### config.mk
export PLATFORM = sky130hd
export DESIGN_NAME = aiss_seq
export DESIGN_NICKNAME = d
export VERILOG_FILES = /design/src/common/aiss_pkg.sv /design/src/common/aiss_cfg_if.sv /design/src/rtl/aiss_cfg_mem.sv /design/src/rtl/aiss_seq.sv
export SDC_FILE = /design/constraint.sdc
export NUM_CORES = 1
export LEC_CHECK = 0
export BUFFER_PORTS_ARGS = -buffer_cell sky130_fd_sc_hd__clkbuf_2
export CAP_MARGIN = 20
export CORE_UTILIZATION = 25
export CTS_BUF_LIST = sky130_fd_sc_hd__clkbuf_16
export DETAILED_ROUTE_END_ITERATION = 8
export GPL_ROUTABILITY_DRIVEN = 0
export HOLD_SLACK_MARGIN = 0.02
export PLACE_DENSITY = 0.37
export SKIP_CTS_REPAIR_TIMING = 1
export SYNTH_ARGS = -nofsm -noshare
export SYNTH_HDL_FRONTEND = slang
export SYNTH_SLANG_ARGS = --single-unit
### constraint.sdc
create_clock -name mclk -period 7.1 [get_ports mclk]
set_clock_uncertainty 0.05 [all_clocks]
set_input_delay 0.355 -clock mclk [delete_from_list [all_inputs] [get_ports mclk]]
set_output_delay 0.355 -clock mclk [all_outputs]
set_load 0.05 [all_outputs]
### src/common/aiss_pkg.sv
// Purpose: Shared constants for the analog input scan sequencer.
// Assumes: 32-bit register port with byte offsets on word boundaries.
// Notes: Threshold code width and memory depth are module parameters.
package aiss_pkg;
    localparam int ADDR_W = 6;
    localparam int DATA_W = 32;
    localparam int GAP_W = 16;
    localparam int SCAN_W = 24;
    localparam int CNT_W = 24;
    localparam int CHAN_W = 6;
    localparam int GAIN_W = 3;
    localparam int ENT_W = 11;
    // Register offsets.
    localparam logic [ADDR_W-1:0] OFS_CMD = 6'h00;
    localparam logic [ADDR_W-1:0] OFS_MODE = 6'h04;
    localparam logic [ADDR_W-1:0] OFS_GAP = 6'h08;
    localparam logic [ADDR_W-1:0] OFS_SCAN = 6'h0C;
    localparam logic [ADDR_W-1:0] OFS_PRE = 6'h10;
    localparam logic [ADDR_W-1:0] OFS_POST = 6'h14;
    localparam logic [ADDR_W-1:0] OFS_THI = 6'h18;
    localparam logic [ADDR_W-1:0] OFS_TLO = 6'h1C;
    localparam logic [ADDR_W-1:0] OFS_CADDR = 6'h20;
    localparam logic [ADDR_W-1:0] OFS_CDATA = 6'h24;
    localparam logic [ADDR_W-1:0] OFS_CLAST = 6'h28;
    localparam logic [ADDR_W-1:0] OFS_STAT = 6'h2C;
    localparam logic [ADDR_W-1:0] OFS_COUNT = 6'h30;
    // Command strobe bits.
    localparam int CMD_ARM = 0;
    localparam int CMD_DISARM = 1;
    localparam int CMD_FIRST_TRIGGER = 2;
    localparam int CMD_SECOND_TRIGGER = 3;
    // Mode register fields.
    localparam int MODE_ACQ = 0;
    localparam int MODE_RETRIG = 2;
    localparam int MODE_ASRC = 3;
    localparam int MODE_ATYPE = 4;
    localparam int MODE_T1_ANA = 6;
    localparam int MODE_T2_ANA = 7;
    localparam int MODE_PFI0_OE = 8;
    localparam int MODE_PFI1_OE = 9;
    localparam int MODE_W = 10;
    localparam logic [1:0] ACQ_POST = 2'h0;
    localparam logic [1:0] ACQ_PRE = 2'h1;
    localparam logic [1:0] ACQ_CONT = 2'h2;
    localparam logic [1:0] AT_ABOVE = 2'h0;
    localparam logic [1:0] AT_BELOW = 2'h1;
    localparam logic [1:0] AT_RISE = 2'h2;
    localparam logic [1:0] AT_FALL = 2'h3;
    // Entry fields of the configuration memory.
    localparam int ENT_CHAN = 0;
    localparam int ENT_GAIN = 6;
    localparam int ENT_DISC = 9;
    localparam int ENT_EOS = 10;
    // Reset values and timing.
    localparam logic [GAP_W-1:0] GAP_RST = 16'h0002;
    localparam logic [GAP_W-1:0] GAP_MIN = 16'h0002;
    localparam logic [SCAN_W-1:0] SCAN_RST = 24'h000010;
    localparam logic [CNT_W-1:0] CNT_ONE = 24'h000001;
    localparam logic [3:0] THR_HALF = 4'h4;
    typedef enum logic [1:0] {S_IDLE, S_ARMED, S_RUN} aiss_state_t;
endpackage : aiss_pkg

### src/common/aiss_cfg_if.sv
// Purpose: Port bundle between the sequencer and its configuration memory.
// Assumes: One write port and one registered read port.
// Notes: Read data follow the read address by one clock.
`timescale 1ns/100ps
interface aiss_cfg_if #(parameter int PTR_W = 6, parameter int ENT_W = 11);
    logic wr_en;
    logic [PTR_W-1:0] wr_addr;
    logic [ENT_W-1:0] wr_data;
    logic [PTR_W-1:0] rd_addr;
    logic [ENT_W-1:0] rd_data;
    modport ctl (output wr_en, output wr_addr, output wr_data, output rd_addr, input rd_data);
    modport mem (input wr_en, input wr_addr, input wr_data, input rd_addr, output rd_data);
endinterface : aiss_cfg_if

### src/rtl/aiss_cfg_mem.sv
// Purpose: Configuration memory holding one entry per conversion.
// Assumes: Single clock, write and read may address the same word.
// Notes: Read data come from a register one clock after the address.
`timescale 1ns/100ps
module aiss_cfg_mem #(
    parameter int DEPTH = 64,
    parameter int PTR_W = 6,
    parameter int ENT_W = 11
) (
    input wire logic mclk,
    input wire logic rst_b,
    aiss_cfg_if.mem cfg
);
    logic [ENT_W-1:0] mem_q [DEPTH];
    logic [ENT_W-1:0] rd_q;

    // Software writes entries; the array has no reset.
    always_ff @(posedge mclk) begin
        if (cfg.wr_en) begin
            mem_q[cfg.wr_addr] <= cfg.wr_data;
        end
    end

    // Registered read port.
    always_ff @(posedge mclk or negedge rst_b) begin
        if (!rst_b) begin
            rd_q <= '0;
        end else begin
            rd_q <= mem_q[cfg.rd_addr];
        end
    end

    assign cfg.rd_data = rd_q;
endmodule : aiss_cfg_mem

### src/rtl/aiss_seq.sv
// Purpose: Scan sequencer for analog input acquisition with trigger control.
// Assumes: Converter done, comparators and trigger pin are asynchronous.
// Notes: Minimum spacing between conversions is two clocks.
`timescale 1ns/100ps
// Summary of operation
// - Convert pulse whenever the sample gap counter reaches terminal count.
// - Scan interval terminal count gives scan start, which starts convert pulses.
// - Sample gap counter 16 bits; scan interval and length counters 24 bits.
// - The conversion with end-of-scan flag set ends the scan.
// - Scan begins on start, entries applied in order, stop pulse ends it.
// - Pointer runs past end-of-scan, wraps from last entry to first.
// - Discard entries convert but write nothing into the sample FIFO.
// - Normally acquisition ends when the length counter counts to zero.
// - Acquisition starts from a software strobe or an external trigger.
// - First and second trigger each appear on their own function pin.
// - Posttrigger: armed, wait for first trigger, acquire until counter zero.
// - Pretrigger: load pretrigger count, start on strobe or first trigger.
// - Pretrigger zero: keep scanning, counter holds, loads posttrigger count.
// - Second trigger resumes counting from posttrigger count; zero ends it.
// - Retriggerable: reload and await first trigger again until disabled.
// - Continuous: reload the counter at every zero, running indefinitely.
// - Disarming stops continuous acquisition at the counter's next zero.
// - Source select chooses pin zero or gain-adjusted channel for comparison.
// - High and low thresholds loaded serially, 8 or 12 bit codes.
// - Comparator outputs are analog triggers routable to internal trigger lines.
// - Analog trigger on rising slope, falling slope or absolute level.
module aiss_seq #(
    parameter int DEPTH = 64,
    parameter int PTR_W = 6,
    parameter int CODE_W = 12
) (
    input wire logic mclk,
    input wire logic rst_b,
    input wire logic [aiss_pkg::ADDR_W-1:0] reg_addr,
    input wire logic [aiss_pkg::DATA_W-1:0] reg_wdata,
    input wire logic reg_wr,
    input wire logic reg_rd,
    output logic [aiss_pkg::DATA_W-1:0] reg_rdata,
    output logic convert_o,
    output logic scan_start_o,
    output logic scan_stop_o,
    output logic [aiss_pkg::CHAN_W-1:0] mux_chan_o,
    output logic [aiss_pkg::GAIN_W-1:0] gain_o,
    input wire logic adc_done_i,
    output logic fifo_wr_o,
    input wire logic cmp_hi_i,
    input wire logic cmp_lo_i,
    output logic analog_trigger_source_select,
    output logic thr_sclk_o,
    output logic thr_sdata_o,
    output logic thr_cs_hi_b_o,
    output logic thr_cs_lo_b_o,
    input wire logic pfi0_i,
    output logic pfi0_o,
    output logic pfi0_oe,
    input wire logic pfi1_i,
    output logic pfi1_o,
    output logic pfi1_oe
);
    aiss_pkg::aiss_state_t state_q;
    logic [aiss_pkg::MODE_W-1:0] mode_q;
    logic [aiss_pkg::GAP_W-1:0] gap_iv_q, gap_q;
    logic [aiss_pkg::SCAN_W-1:0] scan_iv_q, si_q;
    logic [aiss_pkg::CNT_W-1:0] pre_q, post_q, cnt_q;
    logic [CODE_W-1:0] thi_q, tlo_q, sh_q;
    logic [PTR_W-1:0] caddr_q, last_q, ptr_q;
    logic pend_hi_q, pend_lo_q, busy_q, sel_hi_q, sclk_q;
    logic [3:0] div_q;
    logic [4:0] bits_q;
    logic in_scan_q, wait2_q, phase2_q, dis_q, drise, disc_old;
    logic [3:0] dq_q;
    logic [2:0] dn_q;
    logic [2:0] done_s_q, hi_s_q, lo_s_q, p0_s_q, p1_s_q;
    logic acond_q, slope_q, atrig, cond;
    logic wr_cmd, arm, disarm, trig1, trig2, run, conv, zero;
    logic [1:0] acq;
    logic [aiss_pkg::ENT_W-1:0] ent;

    aiss_cfg_if #(.PTR_W(PTR_W), .ENT_W(aiss_pkg::ENT_W)) cfg ();
    aiss_cfg_mem #(.DEPTH(DEPTH), .PTR_W(PTR_W), .ENT_W(aiss_pkg::ENT_W)) u_mem (
        .mclk(mclk),
        .rst_b(rst_b),
        .cfg(cfg)
    );

    // Command strobes and decoded controls.
    assign wr_cmd = reg_wr && (reg_addr == aiss_pkg::OFS_CMD);
    assign arm = wr_cmd && reg_wdata[aiss_pkg::CMD_ARM];
    assign disarm = wr_cmd && reg_wdata[aiss_pkg::CMD_DISARM];
    assign acq = mode_q[aiss_pkg::MODE_ACQ +: 2];
    assign run = (state_q == aiss_pkg::S_RUN);
    assign ent = cfg.rd_data;
    assign analog_trigger_source_select = mode_q[aiss_pkg::MODE_ASRC];

    // Software writes to configuration registers.
    always_ff @(posedge mclk or negedge rst_b) begin
        if (!rst_b) begin
            mode_q <= '0;
            gap_iv_q <= aiss_pkg::GAP_RST;
            scan_iv_q <= aiss_pkg::SCAN_RST;
            pre_q <= aiss_pkg::CNT_ONE;
            post_q <= aiss_pkg::CNT_ONE;
            thi_q <= '0;
            tlo_q <= '0;
            caddr_q <= '0;
            last_q <= '0;
        end else if (reg_wr) begin
            case (reg_addr)
                aiss_pkg::OFS_MODE: mode_q <= reg_wdata[aiss_pkg::MODE_W-1:0];
                aiss_pkg::OFS_GAP: gap_iv_q <= reg_wdata[aiss_pkg::GAP_W-1:0];
                aiss_pkg::OFS_SCAN: scan_iv_q <= reg_wdata[aiss_pkg::SCAN_W-1:0];
                aiss_pkg::OFS_PRE: pre_q <= reg_wdata[aiss_pkg::CNT_W-1:0];
                aiss_pkg::OFS_POST: post_q <= reg_wdata[aiss_pkg::CNT_W-1:0];
                aiss_pkg::OFS_THI: thi_q <= reg_wdata[CODE_W-1:0];
                aiss_pkg::OFS_TLO: tlo_q <= reg_wdata[CODE_W-1:0];
                aiss_pkg::OFS_CADDR: caddr_q <= reg_wdata[PTR_W-1:0];
                aiss_pkg::OFS_CDATA: caddr_q <= caddr_q + 1'b1;
                aiss_pkg::OFS_CLAST: last_q <= reg_wdata[PTR_W-1:0];
                default: ;
            endcase
        end
    end

    // Entry writes go to the memory; the sequencer reads at the pointer.
    assign cfg.wr_en = reg_wr && (reg_addr == aiss_pkg::OFS_CDATA);
    assign cfg.wr_addr = caddr_q;
    assign cfg.wr_data = reg_wdata[aiss_pkg::ENT_W-1:0];
    assign cfg.rd_addr = ptr_q;

    // Read data stand in the cycle after the read strobe.
    always_ff @(posedge mclk or negedge rst_b) begin
        if (!rst_b) begin
            reg_rdata <= '0;
        end else if (reg_rd) begin
            case (reg_addr)
                aiss_pkg::OFS_MODE: reg_rdata <= 32'(mode_q);
                aiss_pkg::OFS_GAP: reg_rdata <= 32'(gap_iv_q);
                aiss_pkg::OFS_SCAN: reg_rdata <= 32'(scan_iv_q);
                aiss_pkg::OFS_PRE: reg_rdata <= 32'(pre_q);
                aiss_pkg::OFS_POST: reg_rdata <= 32'(post_q);
                aiss_pkg::OFS_CADDR: reg_rdata <= 32'(caddr_q);
                aiss_pkg::OFS_CLAST: reg_rdata <= 32'(last_q);
                aiss_pkg::OFS_STAT: reg_rdata <= 32'({busy_q, phase2_q, wait2_q, in_scan_q,
                                                      dis_q, state_q, ptr_q});
                aiss_pkg::OFS_COUNT: reg_rdata <= 32'(cnt_q);
                default: reg_rdata <= '0;
            endcase
        end
    end

    // Two-stage synchronisers plus one history stage for edge detection.
    always_ff @(posedge mclk or negedge rst_b) begin
        if (!rst_b) begin
            done_s_q <= '0;
            hi_s_q <= '0;
            lo_s_q <= '0;
            p0_s_q <= '0;
            p1_s_q <= '0;
        end else begin
            done_s_q <= {done_s_q[1:0], adc_done_i};
            hi_s_q <= {hi_s_q[1:0], cmp_hi_i};
            lo_s_q <= {lo_s_q[1:0], cmp_lo_i};
            p0_s_q <= {p0_s_q[1:0], pfi0_i};
            p1_s_q <= {p1_s_q[1:0], pfi1_i};
        end
    end

    // Analog trigger: level types fire when the condition becomes true; slope types
    // must first see the opposite threshold, which gives hysteresis against noise.
    always_comb begin
        case (mode_q[aiss_pkg::MODE_ATYPE +: 2])
            aiss_pkg::AT_ABOVE: cond = hi_s_q[1];
            aiss_pkg::AT_BELOW: cond = !lo_s_q[1];
            aiss_pkg::AT_RISE: cond = hi_s_q[1] && slope_q;
            default: cond = !lo_s_q[1] && slope_q;
        endcase
    end
    assign atrig = cond && !acond_q;

    // Slope arming and condition history.
    always_ff @(posedge mclk or negedge rst_b) begin
        if (!rst_b) begin
            acond_q <= 1'b0;
            slope_q <= 1'b0;
        end else begin
            acond_q <= cond;
            if (mode_q[aiss_pkg::MODE_ATYPE +: 2] == aiss_pkg::AT_RISE) begin
                slope_q <= hi_s_q[1] ? 1'b0 : (!lo_s_q[1] ? 1'b1 : slope_q);
            end else begin
                slope_q <= !lo_s_q[1] ? 1'b0 : (hi_s_q[1] ? 1'b1 : slope_q);
            end
        end
    end

    // Trigger sources: software strobe, pin edge, or routed analog trigger.
    assign trig1 = (wr_cmd && reg_wdata[aiss_pkg::CMD_FIRST_TRIGGER])
        || (mode_q[aiss_pkg::MODE_T1_ANA] ? atrig : (!mode_q[aiss_pkg::MODE_PFI0_OE]
        && p0_s_q[1] && !p0_s_q[2]));
    assign trig2 = (wr_cmd && reg_wdata[aiss_pkg::CMD_SECOND_TRIGGER])
        || (mode_q[aiss_pkg::MODE_T2_ANA] ? atrig : (!mode_q[aiss_pkg::MODE_PFI1_OE]
        && p1_s_q[1] && !p1_s_q[2]));

    // Function pins carry the internal trigger lines out when enabled.
    always_ff @(posedge mclk or negedge rst_b) begin
        if (!rst_b) begin
            pfi0_o <= 1'b0;
            pfi1_o <= 1'b0;
        end else begin
            pfi0_o <= trig1;
            pfi1_o <= trig2;
        end
    end
    assign pfi0_oe = mode_q[aiss_pkg::MODE_PFI0_OE];
    assign pfi1_oe = mode_q[aiss_pkg::MODE_PFI1_OE];

    // Scan interval counter: terminal count at zero starts a scan, unless a scan is in progress or a disarm ends the run.
    assign scan_start_o = run && (si_q == '0) && !in_scan_q && !(wait2_q && disarm);
    always_ff @(posedge mclk or negedge rst_b) begin
        if (!rst_b) begin
            si_q <= '0;
        end else if (!run || si_q == '0) begin
            si_q <= run ? scan_iv_q - 1'b1 : '0;
        end else begin
            si_q <= si_q - 1'b1;
        end
    end

    // Sample gap counter and scan framing.
    assign conv = in_scan_q && (gap_q == '0);
    assign convert_o = conv;
    assign scan_stop_o = conv && ent[aiss_pkg::ENT_EOS];
    always_ff @(posedge mclk or negedge rst_b) begin
        if (!rst_b) begin
            in_scan_q <= 1'b0;
            gap_q <= '0;
        end else if (!run || (wait2_q && disarm)) begin
            in_scan_q <= 1'b0;
            gap_q <= '0;
        end else if (scan_start_o) begin
            in_scan_q <= 1'b1;
            gap_q <= '0;
        end else if (conv) begin
            in_scan_q <= !ent[aiss_pkg::ENT_EOS];
            gap_q <= (gap_iv_q < aiss_pkg::GAP_MIN) ? aiss_pkg::GAP_MIN - 1'b1
                : gap_iv_q - 1'b1;
        end else if (in_scan_q) begin
            gap_q <= gap_q - 1'b1;
        end
    end

    // Entry pointer steps once per conversion and wraps after the last entry.
    always_ff @(posedge mclk or negedge rst_b) begin
        if (!rst_b) begin
            ptr_q <= '0;
        end else if (arm && state_q == aiss_pkg::S_IDLE) begin
            ptr_q <= '0;
        end else if (conv) begin
            ptr_q <= (ptr_q == last_q) ? '0 : ptr_q + 1'b1;
        end
    end

    // Channel and gain of the entry in conversion.
    always_ff @(posedge mclk or negedge rst_b) begin
        if (!rst_b) begin
            mux_chan_o <= '0;
            gain_o <= '0;
        end else if (conv) begin
            mux_chan_o <= ent[aiss_pkg::ENT_CHAN +: aiss_pkg::CHAN_W];
            gain_o <= ent[aiss_pkg::ENT_GAIN +: aiss_pkg::GAIN_W];
        end
    end

    // Discard flags of conversions in flight, newest in bit zero; results return in order,
    // so each done edge takes the oldest flag even with a short gap (four in flight at most).
    assign drise = done_s_q[1] && !done_s_q[2];
    assign disc_old = dq_q[2'(dn_q - 1'b1)];
    always_ff @(posedge mclk or negedge rst_b) begin
        if (!rst_b) begin
            dq_q <= '0;
            dn_q <= '0;
            fifo_wr_o <= 1'b0;
        end else begin
            if (conv) begin
                dq_q <= {dq_q[2:0], ent[aiss_pkg::ENT_DISC]};
            end
            dn_q <= dn_q + 3'(conv) - 3'(drise && dn_q != '0);
            fifo_wr_o <= drise && !disc_old;
        end
    end

    // Acquisition level control: arming, counting, reload and ending.
    assign zero = scan_stop_o && !wait2_q && (cnt_q == aiss_pkg::CNT_ONE);
    always_ff @(posedge mclk or negedge rst_b) begin
        if (!rst_b) begin
            state_q <= aiss_pkg::S_IDLE;
            cnt_q <= '0;
            wait2_q <= 1'b0;
            phase2_q <= 1'b0;
            dis_q <= 1'b0;
        end else begin
            if (disarm) begin
                dis_q <= 1'b1;
            end else if (arm) begin
                dis_q <= 1'b0;
            end
            case (state_q)
                aiss_pkg::S_IDLE: if (arm) begin
                    cnt_q <= pre_q;
                    wait2_q <= 1'b0;
                    phase2_q <= 1'b0;
                    state_q <= aiss_pkg::S_ARMED;
                end
                aiss_pkg::S_ARMED: if (disarm) begin
                    state_q <= aiss_pkg::S_IDLE;
                end else if (trig1) begin
                    state_q <= aiss_pkg::S_RUN;
                end
                aiss_pkg::S_RUN: if (wait2_q && disarm) begin
                    state_q <= aiss_pkg::S_IDLE;
                end else if (wait2_q) begin
                    if (trig2) begin
                        wait2_q <= 1'b0;
                        phase2_q <= 1'b1;
                    end
                end else if (zero) begin
                    if (acq == aiss_pkg::ACQ_PRE && !phase2_q) begin
                        wait2_q <= 1'b1;
                        cnt_q <= post_q;
                    end else if (acq == aiss_pkg::ACQ_CONT && !dis_q && !disarm) begin
                        cnt_q <= pre_q;
                    end else if (mode_q[aiss_pkg::MODE_RETRIG] && !dis_q && !disarm) begin
                        cnt_q <= pre_q;
                        phase2_q <= 1'b0;
                        state_q <= aiss_pkg::S_ARMED;
                    end else begin
                        state_q <= aiss_pkg::S_IDLE;
                    end
                end else if (scan_stop_o) begin
                    cnt_q <= cnt_q - 1'b1;
                end
                default: state_q <= aiss_pkg::S_IDLE;
            endcase
        end
    end

    // Serial threshold loader: high code first, MSB first, data change on falling clock.
    assign thr_sclk_o = sclk_q;
    assign thr_sdata_o = sh_q[CODE_W-1];
    assign thr_cs_hi_b_o = !(busy_q && sel_hi_q);
    assign thr_cs_lo_b_o = !(busy_q && !sel_hi_q);
    always_ff @(posedge mclk or negedge rst_b) begin
        if (!rst_b) begin
            pend_hi_q <= 1'b0;
            pend_lo_q <= 1'b0;
            busy_q <= 1'b0;
            sel_hi_q <= 1'b0;
            sclk_q <= 1'b0;
            sh_q <= '0;
            div_q <= '0;
            bits_q <= '0;
        end else begin
            if (!busy_q && (pend_hi_q || pend_lo_q)) begin
                busy_q <= 1'b1;
                sel_hi_q <= pend_hi_q;
                sh_q <= pend_hi_q ? thi_q : tlo_q;
                bits_q <= 5'(CODE_W);
                div_q <= aiss_pkg::THR_HALF;
            end else if (busy_q && div_q != '0) begin
                div_q <= div_q - 1'b1;
            end else if (busy_q) begin
                div_q <= aiss_pkg::THR_HALF;
                sclk_q <= !sclk_q;
                if (sclk_q) begin
                    sh_q <= sh_q << 1;
                    bits_q <= bits_q - 1'b1;
                    busy_q <= (bits_q != 5'h01);
                end
            end
            // A new write wins over the pending flag being taken.
            pend_hi_q <= (reg_wr && reg_addr == aiss_pkg::OFS_THI)
                || (pend_hi_q && !(!busy_q));
            pend_lo_q <= (reg_wr && reg_addr == aiss_pkg::OFS_TLO)
                || (pend_lo_q && !(!busy_q && !pend_hi_q));
        end
    end
endmodule : aiss_seq

==> reports/qor.yml, run 1 <==
pwr:
  power_density_nw_per_um2: 338
  power.combinational.fraction_pct: 24.1
  switching_power_mw: 5.35
  internal-power_mw: 11.6
  p_leak_nw: 17.5
  sw_frac_of_total_pct: 31.6
  ir_drop_uv: 189
  seq_power_share_pct: 41.8
  clockPowerShare_pct: 34.1
critical_path:
  worstPathCellList: "or4_1, nor4b_2, nand3_1, nor3_1, clkbuf_2"
  cp.depth: 5
  crit_family: "simple AND/OR/NAND/NOR gates"
  endpoint: "scan_start_o"
  cp_slowest_cell: "or4_1"
  critical_path_class: "register to output port"
  crit_buf_inv: 1
  cpPeakStageDelay_ns: 0.61
  rr_endpoint: "u_mem.cfg.rd_data[4]"
  r2r-start: "cfg.rd_addr[0]"
  crit_path_start_kind: "register"
  rrSetupSlack_ns: 3.49
  rr_worst_depth: 5
  crit_arrival_ns: 3.39
  end_kind: "output port"
  critPathLaunch: "si_q[12]"
  critPathMaxFanout: 6
  cp_data_required_time_ns: 6.69
place:
  dp_hpwl_um: 79200
  dp_slack_ns: 2.45
  dp_cells: 4919
  port_buffers: 84
  placed_area_um2: 45900
yosys:
  synth_area_per_cell_um2: 15.8
  synth_warnings: 0
  ys_seq_area_share_pct: 67.5
  synth_area_um2: 42600
  synth-edff-count: 704
  async_flop_share_pct: 30.2
  ys_ff_latch: 1009
  synth.distinct_cells: 77
  synthCells: 2704
  synth_ff_type: "edfxtp_1"
timing:
  fin_hold_ws_ns: 0.103
  slew_violations: 0
  fmax_mhz: 264
  tightest_slew_ns: 1.19
  hold_viol: 0
  slew_headroom_pct: 20.5
  finalSetupTns_ns: 0
  report.final.setup_viol: 0
  post-route-period-util_pct: 53.4
  period_needed_ns: 3.79
  rsz0062_at_grt: "false"
  fin_ws_ns: 3.31
floorplan:
  die_area_um2: 172000
  die_height_um: 415
  io_pins: 101
  std_cell_rows: 151
  fp.dieW_um: 415
  fp.coreArea_um2: 169000
  start_util_pct: 25.2
global_routing:
  antenna_found_initial: 2
  grt_pass1_vias: 25500
  grt_overflow: 0
  grt_pass1_wl_um: 185000
  grt_start_max_net_pins: 141
  grt_usage_pct: 14.6
finish:
  final_cell_mix: "edfxtp_1 (704), dfrtp_1 (298), mux4_2 (199), nand2_1 (188), nor2_1 (179)"
  drive_gt1_share_pct: 24.3
  nFillCells: 16800
  multi_input_area_um2: 13000
  layout.cells.non_filler: 5197
  nets: 2940
  final_area_um2: 50100
  final_common_cell: "edfxtp_1"
  regArea_um2: 28800
  area_delta_synth_final_pct: 17.5
clock_network:
  clockRootBuffer: "clkbuf_16"
  numCtsBuffers: 114
  path_clk_slew_ns: 0.06
  cts_sinks: 1009
  clockBufferDepth: 3
  cts_htree_levels: 3
  clk_latency_ns: 0.75
  cts_tree: "built"
routing:
  drtIter0Drc: 1848
  viasPerCell: 4.74
  first_pass_iters: 5
  wire_per_inst_um: 24.4
  drc: 0
  vias: 24600
  routed_wl_um: 127000
  ant_nets: 0
min_path:
  hp-class: "input port to register"
  hold_start: "reg_wdata[11]"
run:
  drv_cap: 0
status:
  status: "complete, no violations"
## sequential cells by signal, summed over array words and instances, names as in the netlist, 24 cells and up
| signal | count |
|---|---|
| scan_iv_q | 24 |
| pre_q | 24 |
| cnt_q | 24 |
| post_q | 24 |
| reg_rdata | 24 |
| si_q | 24 |
| u_mem.mem_q | 704 |
## through the flow
step	total power [mW]	utilization (%)
finish	16.9	29.6
global route	17.8	29.6
CTS	17.2	29.3
detailed placement	11.4	27.1
global placement	11.3	27.0
floorplan	9.82	-
## layer usage
metal  vias to the layer above  track usage, %  share of wire [%]
met5                         -               0                  0
met3                       156            2.18                4.2
met2                       537            24.0                 48
li1                      10900               -                  -
met4                         0            4.34                2.4
met1                     13000            19.9                 45
## worst reg2reg max path: cells and delay by family, from the launching register on
kind                   cells  cell delay (ns)
AOI/OAI and AO/OA          1             0.49
buffers and inverters      1             0.59
DFF                        1             0.88
muxes                      2             1.14
and+or+nand+nor            1             0.27
## worst min-delay path by stage
stage,to,slack (ns),cells past startpoint
detailed placement,p0_s_q[1],0.29,0
global placement,p1_s_q[1],0.29,0
global route,pre_q[11],0.06,2
finish,pre_q[11],0.10,2
floorplan,acond_q,0.009,0
CTS,reg_rdata[11],-0.39,1
## layout make-up
class	count	area share (%)
sequential	1009	57.4
multi-input combinational	1483	26.0
clock buffer	116	5.79
tap	2218	5.54
timing repair buffer	210	3.25
clock inverter	98	1.51
inverter	58	0.434
antenna	5	0.0250
## power groups by stage
stage	sequential [mW]	combinational (mW)	clock (mW)
after floorplan	6.98	2.84	0
final	7.07	4.08	5.77
after global routing	7.13	4.44	6.18
after global placement	7.19	4.14	0
after detailed placement	7.20	4.16	0
after CTS	7.08	4.18	5.97
## logic make-up after synthesis
kind of cell	count (synthesis)	synth area share, %
adder cells (fa/ha/maj)	17	0.516
multiplexers	393	15.5
AO/OA/AOI/OAI	373	5.83
buffers and inverters	219	2.08
AND/OR/NAND/NOR	612	6.97
other	1	0.00879
XOR/XNOR	80	1.64
flip-flops	1009	67.5
## synth_stat cells, types with 5 or more instances
library cell,count,share of area (%)
xor2_1,41,0.84
a221oi_1,24,0.49
nand2b_1,8,0.12
or3_1,16,0.23
a21o_1,9,0.16
or2_2,6,0.088
nand2_1,188,1.7
a21boi_0,5,0.088
o22ai_1,27,0.40
a211oi_1,20,0.35
buf_2,21,0.25
nand4_1,12,0.18
buf_4,8,0.14
a222oi_1,28,0.66
xnor2_1,39,0.80
edfxtp_1,704,50
or4_1,15,0.26
a31oi_1,8,0.12
clkbuf_1,109,0.96
o31ai_1,8,0.14
nor4b_1,8,0.16
a22oi_1,24,0.42
o41ai_1,5,0.10
ha_1,16,0.47
nand3_1,39,0.46
nor3_1,53,0.62
o21ai_1,7,0.082
dfrtp_1,301,18
nor3b_1,9,0.16
nor2b_1,17,0.25
nor2_1,181,1.6
inv_1,58,0.51
nand3b_1,5,0.088
a21oi_1,70,0.82
nor4_1,17,0.25
buf_1,22,0.19
mux4_2,199,11
mux2_2,136,3.6
and3_1,8,0.12
o21ai_0,88,1.0
mux2i_1,58,1.4
o211ai_1,24,0.42
(Power assumes the default switching activity.)
==> inputs of run 2 (changes only) <==
- clock period: 7.1 -> 3.76 ns (I/O delays scaled with it)
==> run 2 against run 1 <==
  * The flow now finishes with violations (negative hold slack)
  * Count of clock-buffer cells in the layout stayed put
  * Design area is 0.93% higher
  * Worst hold slack worse by 0.10 ns
  * Cell count rose by 0.92%
  * Global-route usage is 0.37 points lower
  * Register-to-register slack lost 2.8 ns
  * Non-clock buffer count increased by 49
  * Die area unchanged
  * Utilization up 0.28 points
  * Sequential power grew 88%
  * Combinational power is 94% higher
  * Largest cell class unchanged
  * Highest routed layer unchanged
==> reports/qor.yml, run 2 (synthesis gave the netlist of run 1 again) <==
finish:
  layout.cells.non_filler: 5245  # was 5197
  largest_register_ffs: 704  # unchanged
  nets: 2991  # was 2940
  final_common_cell: "edfxtp_1"  # unchanged
  final_util_pct: 29.9  # was 29.6%
  area_delta_synth_final_pct: 18.6  # was 17.5%
  final_cell_mix: "edfxtp_1 (704), dfrtp_1 (298), mux4_2 (199), nand2_1 (188), nor2_1 (179)"  # unchanged
  nFillCells: 16800  # about the same
  drive_gt1_share_pct: 25.1  # was 24.3%
  largest_register: "u_mem.mem_q"  # unchanged
routing:
  vias: 24700  # was 24600
  top_layer_used: "met4"  # unchanged
  drtIter0Drc: 1849  # was 1848
  viasPerCell: 4.72  # was 4.74
  routed_wl_um: 123000  # was 127000 um
  route.met2.wl_um: 59900  # was 61200 um
  first_pass_iters: 8  # was 5
  drc: 0  # unchanged
  ant_nets: 0  # unchanged
  wl_met3_um: 4730  # was 5380 um
  wire_per_inst_um: 23.5  # was 24.4 um
  m1WireLength_um: 55500  # was 57200 um
clock_network:
  clk_latency_ns: 0.78  # was 0.75 ns
  clockBufferDepth: 3  # unchanged
  numCtsBuffers: 116  # was 114
  path_clk_slew_ns: 0.06  # about the same
  clockRootBuffer: "clkbuf_16"  # unchanged
  cts_sinks: 1009  # unchanged
  cts_tree: "built"  # unchanged
  cts_htree_levels: 3  # unchanged
status:
  violations: "negative hold slack"
  status: "finished with violations"  # was complete, no violations
critical_path:
  cp_data_required_time_ns: 3.52  # was 6.69 ns
  end_kind: "output port"  # unchanged
  rrSetupSlack_ns: 0.66  # was 3.49 ns
  crit_arrival_ns: 3.24  # was 3.39 ns
  critPathMaxFanout: 6  # unchanged
  critical_path_class: "register to output port"  # unchanged
  crit_path_start_kind: "register"  # unchanged
floorplan:
  die_height_um: 415  # unchanged
  fp.dieW_um: 415  # unchanged
  io_pins: 101  # unchanged
  die_area_um2: 172000  # unchanged
  std_cell_rows: 151  # unchanged
  start_util_pct: 25.2  # unchanged
  fp.coreArea_um2: 169000  # unchanged
global_routing:
  antenna_found_initial: 5  # was 2
  grt_pass1_wl_um: 181000  # was 185000 um
  grt_overflow: 0  # unchanged
  grt_start_max_net_pins: 105  # was 141
  grt_pass1_vias: 25600  # was 25500
  grt_usage_pct: 14.2  # was 14.6%
place:
  dp_hpwl_um: 79000  # was 79200 um
  port_buffers: 84  # unchanged
  dp_cells: 4995  # was 4919
pwr:
  power_density_nw_per_um2: 643  # was 338 nW/um^2
  p_leak_nw: 17.8  # was 17.5 nW
  ir_drop_uv: 388  # was 189 uV
  total_power_mw: 32.5  # was 16.9 mW
timing:
  hold_viol: 1  # was 0
  slew_violations: 0  # unchanged
  post-route-period-util_pct: 92.4
  report.final.setup_viol: 0  # unchanged
  slew_headroom_pct: 31.5  # was 20.5%
  rsz0062_at_grt: "false"  # unchanged
  fin_hold_ws_ns: -0.00144  # was 0.103 ns
  finalSetupTns_ns: 0  # unchanged
  period_needed_ns: 3.47
  fmax_mhz: 288
  tightest_slew_ns: 1.03  # was 1.19 ns
min_path:
  hp-class: "input port to register"  # unchanged
run:
  drv_cap: 0  # unchanged
run 2: cell type report:
| cell class | count | area, um^2 | share of cell area (%) |
|---|---|---|---|
| clock inverters | 101 | 903 | 1.79 |
| diodes | 1 | 2.50 | 0.00495 |
| flip-flops and latches | 1009 | 28800 | 56.9 |
| repair buffers | 259 | 1960 | 3.87 |
| clock buffers | 116 | 2900 | 5.74 |
| well taps | 2218 | 2780 | 5.49 |
| inverters | 58 | 218 | 0.430 |
| multi-input cells | 1483 | 13000 | 25.8 |
run 2: worst paths after layout:
check,from,to,cells past startpoint
hold reg to reg,p0_s_q[0],p0_s_q[1],0
max in group asynchronous,rst_b,gap_q[1],3
setup / recovery,si_q[6],scan_start_o,5
hold / removal,reg_wr,pend_lo_q,3
setup reg to reg,gap_q[4],cnt_q[5],7
min in group asynchronous,rst_b,post_q[18],2
run 2: routing by layer:
metal  global-route usage (%)  vias to the layer above
met4                     3.81                        0
met2                     23.7                      513
met3                     2.19                      180
met5                        0                        -
li1                         -                    11000
met1                     19.2                    13000
run 2: stage by stage:
step / hold WS (ns) / instance area [um^2] / setup slack, ns
3_3_place_gp: 0.253 / 46400 / 0.640
5_1_grt: 0.0274 / 50600 / 0.137
6_report: -0.00144 / 50600 / 0.287
4_1_cts: -0.611 / 50200 / 0.0163
2_1_floorplan: -0.158 / 42700 / 0.601
3_5_place_dp: 0.248 / 46400 / 0.570
run 2: report_power, final:
part	switching, mW	internal [mW]	leakage (nW)
combinational	4.55	3.36	5.54
clock	4.72	6.56	1.98
sequential	0.889	12.5	10.3
run 2: worst max-delay path: stages, from the launching register on:
cell and delay [ns]:
dfrtp_1 0.42, or4_1 0.65, nor4b_4 0.39, nand3_1 0.29, nor3_1 0.35, clkbuf_2 0.34
==> inputs of run 3 (changes only) <==
--- a/config.mk
+++ b/config.mk
@@ -9,2 +9,3 @@
 export CAP_MARGIN = 20
+export CORE_MARGIN = 4
 export CORE_UTILIZATION = 25
@@ -15,2 +16,3 @@
 export PLACE_DENSITY = 0.37
+export RECOVER_POWER = 100
 export SKIP_CTS_REPAIR_TIMING = 1
==> constraint.sdc (replaced) <==
create_clock -name mclk -period 3.76 [get_ports mclk]
set_clock_uncertainty 0.05 [all_clocks]
set_input_delay 0.564 -clock mclk [delete_from_list [all_inputs] [get_ports mclk]]
set_output_delay 0.564 -clock mclk [all_outputs]
set_load 0.05 [all_outputs]
==> run 3 against run 2 <==
  * The run ends with max-capacitance violations, max-slew violations left
  * Non-clock buffer count shrank 3
  * Cell count rose by 0.15%
  * Wire length is 2.1% higher
  * Design area decreased by 0.91%
  * Power is 0.85% lower
  * Utilization is 0.31 points lower
  * Global-route usage down 0.32 points
  * Sequential power barely moved
  * First-iteration DRC count grew 6.7%
==> reports/qor.yml, run 3 (synthesis gave the netlist of run 1 again) <==
pwr:
  sw_frac_of_total_pct: 31.4  # was 31.2%
  power.combinational.fraction_pct: 24.1  # was 24.3%
  switching_power_mw: 10.1  # was 10.2 mW
  ir_drop_uv: 410  # was 388 uV
  internal-power_mw: 22.1  # was 22.4 mW
  clockPowerShare_pct: 34.6  # was 34.7%
  seq_power_share_pct: 41.3  # was 41.0%
  power_density_nw_per_um2: 644  # was 643 nW/um^2
  p_leak_nw: 17.3  # was 17.8 nW
clock_network:
  clockRootBuffer: "clkbuf_16"  # unchanged
  cts_htree_levels: 3  # unchanged
  numCtsBuffers: 120  # was 116
  clk_latency_ns: 0.75  # was 0.78 ns
  cts_sinks: 1009  # unchanged
  cts_tree: "built"  # unchanged
  clockBufferDepth: 3  # unchanged
  path_clk_slew_ns: 0.06  # about the same
place:
  dp_cells: 5010  # was 4995
  port_buffers: 84  # unchanged
  dp_hpwl_um: 80900  # was 79000 um
  placed_area_um2: 46600  # was 46400 um^2
finish:
  final_area_um2: 50100  # was 50600 um^2
  largest_register_ffs: 704  # unchanged
  layout.cells.non_filler: 5253  # was 5245
  final_cell_mix: "edfxtp_1 (704), dfrtp_1 (298), mux4_2 (199), nand2_1 (188), nor2_1 (178)"  # was edfxtp_1 (704), dfrtp_1 (298), mux4_2 (199), nand2_1 (188), nor2_1 (179)
  area_delta_synth_final_pct: 17.6  # was 18.6%
  final_common_cell: "edfxtp_1"  # unchanged
  drive_gt1_share_pct: 21.7  # was 25.1%
  largest_register: "u_mem.mem_q"  # unchanged
  nets: 2992  # was 2991
routing:
  wire_per_inst_um: 23.9  # was 23.5 um
  viasPerCell: 4.75  # was 4.72
  drc: 0  # unchanged
  route.met2.wl_um: 60000  # was 59900 um
  vias: 24900  # was 24700
  routed_wl_um: 126000  # was 123000 um
  ant_nets: 0  # unchanged
  m1WireLength_um: 56900  # was 55500 um
  top_layer_used: "met4"  # unchanged
  first_pass_iters: 8  # unchanged
  wl_met3_um: 5390  # was 4730 um
  drtIter0Drc: 1973  # was 1849
global_routing:
  grt_start_max_net_pins: 94  # was 105
  antenna_found_initial: 6  # was 5
  grt_pass1_vias: 26000  # was 25600
  grt_overflow: 0  # unchanged
  grt_pass1_wl_um: 185000  # was 181000 um
  grt_usage_pct: 13.9  # was 14.2%
critical_path:
  crit_arrival_ns: 2.96  # was 3.24 ns
  crit_path_start_kind: "register"  # unchanged
  critical_path_class: "register to output port"  # unchanged
  end_kind: "output port"  # unchanged
  critPathMaxFanout: 4  # was 6
  worstPathCellList: "or4_1, nor4b_4, nand3_1, nor3_2, buf_4, clkbuf_4"  # was or4_1, nor4b_4, nand3_1, nor3_1, clkbuf_2
  cp_slowest_cell: "or4_1"  # unchanged
  cpPeakStageDelay_ns: 0.63  # was 0.65 ns
  cp_data_required_time_ns: 3.15  # was 3.52 ns
timing:
  fin_hold_ws_ns: 0.0794  # was -0.00144 ns
  period_needed_ns: 3.57  # was 3.47 ns
  slew_violations: 735  # was 0
  post-route-period-util_pct: 95.1  # was 92.4%
  report.final.setup_viol: 0  # unchanged
  tightest_slew_ns: 2.14  # was 1.03 ns
  fmax_mhz: 280  # was 288 MHz
  hold_viol: 0  # was 1
  slew_headroom_pct: -42.8  # was 31.5%
  finalSetupTns_ns: 0  # unchanged
floorplan:
  die_height_um: 421  # was 415 um
  die_area_um2: 177000  # was 172000 um^2
  fp.dieW_um: 421  # was 415 um
  fp.coreArea_um2: 169000  # about the same
  io_pins: 101  # unchanged
  start_util_pct: 25.2  # about the same
  std_cell_rows: 151  # unchanged
status:
  violations: "max-capacitance violations, max-slew violations"  # was negative hold slack
  status: "finished with violations"  # unchanged
run:
  drv_cap: 13  # was 0
min_path:
  hp-class: "input port to register"  # unchanged
==> run 3: routing by layer <==
metal	global-route usage, %	up-vias
li1	-	11000
met2	22.9	569
met1	19.1	13200
met3	2.18	169
met5	0	-
met4	4.00	0
==> run 3: power groups by stage <==
| stage | combinational [mW] | clock (mW) | sequential, mW |
|---|---|---|---|
| finish | 7.77 | 11.2 | 13.3 |
| global route | 9.41 | 12.0 | 13.5 |
| CTS | 8.06 | 11.5 | 13.4 |
| detailed placement | 8.04 | 0 | 13.6 |
| global placement | 7.99 | 0 | 13.6 |
| floorplan | 5.37 | 0 | 13.2 |
==> run 3: final timing paths <==
path | from | to | slack, ns | cells past startpoint
worst max-delay path | si_q[6] | scan_start_o | 0.19 | 6
worst min-delay path | reg_wdata[22] | scan_iv_q[22] | 0.08 | 2
worst max register to register | si_q[6] | gap_q[1] | 0.36 | 7
worst min register to register | p1_s_q[0] | p1_s_q[1] | 0.30 | 0
max in group asynchronous | rst_b | thi_q[7] | 0.57 | 3
min in group asynchronous | rst_b | done_s_q[1] | 0.91 | 2
==> run 3: cell type report <==
type,instances,area (um^2)
fill,16800,119000
sequential,1009,28800
multi-input combinational,1483,13100
clock buffer,120,3000
tap,2218,2780
timing repair buffer,256,1470
clock inverter,107,813
inverter,58,218
antenna,2,5.00
==> run 3: critical path, delay by kind of cell, from the launching register on <==
family | cells | cell delay [ns]
flops | 1 | 0.41
simple gates | 4 | 1.39
buf+inv | 2 | 0.41
==> run 3: metrics by stage <==
stage	setup WS, ns	power [mW]	util (%)
after floorplan	0.529	18.5	-
after global placement	0.536	21.6	27.5
after detailed placement	0.508	21.6	27.5
after CTS	-0.365	33.0	29.7
after global routing	-0.0168	34.9	29.6
final	0.185	32.3	29.6
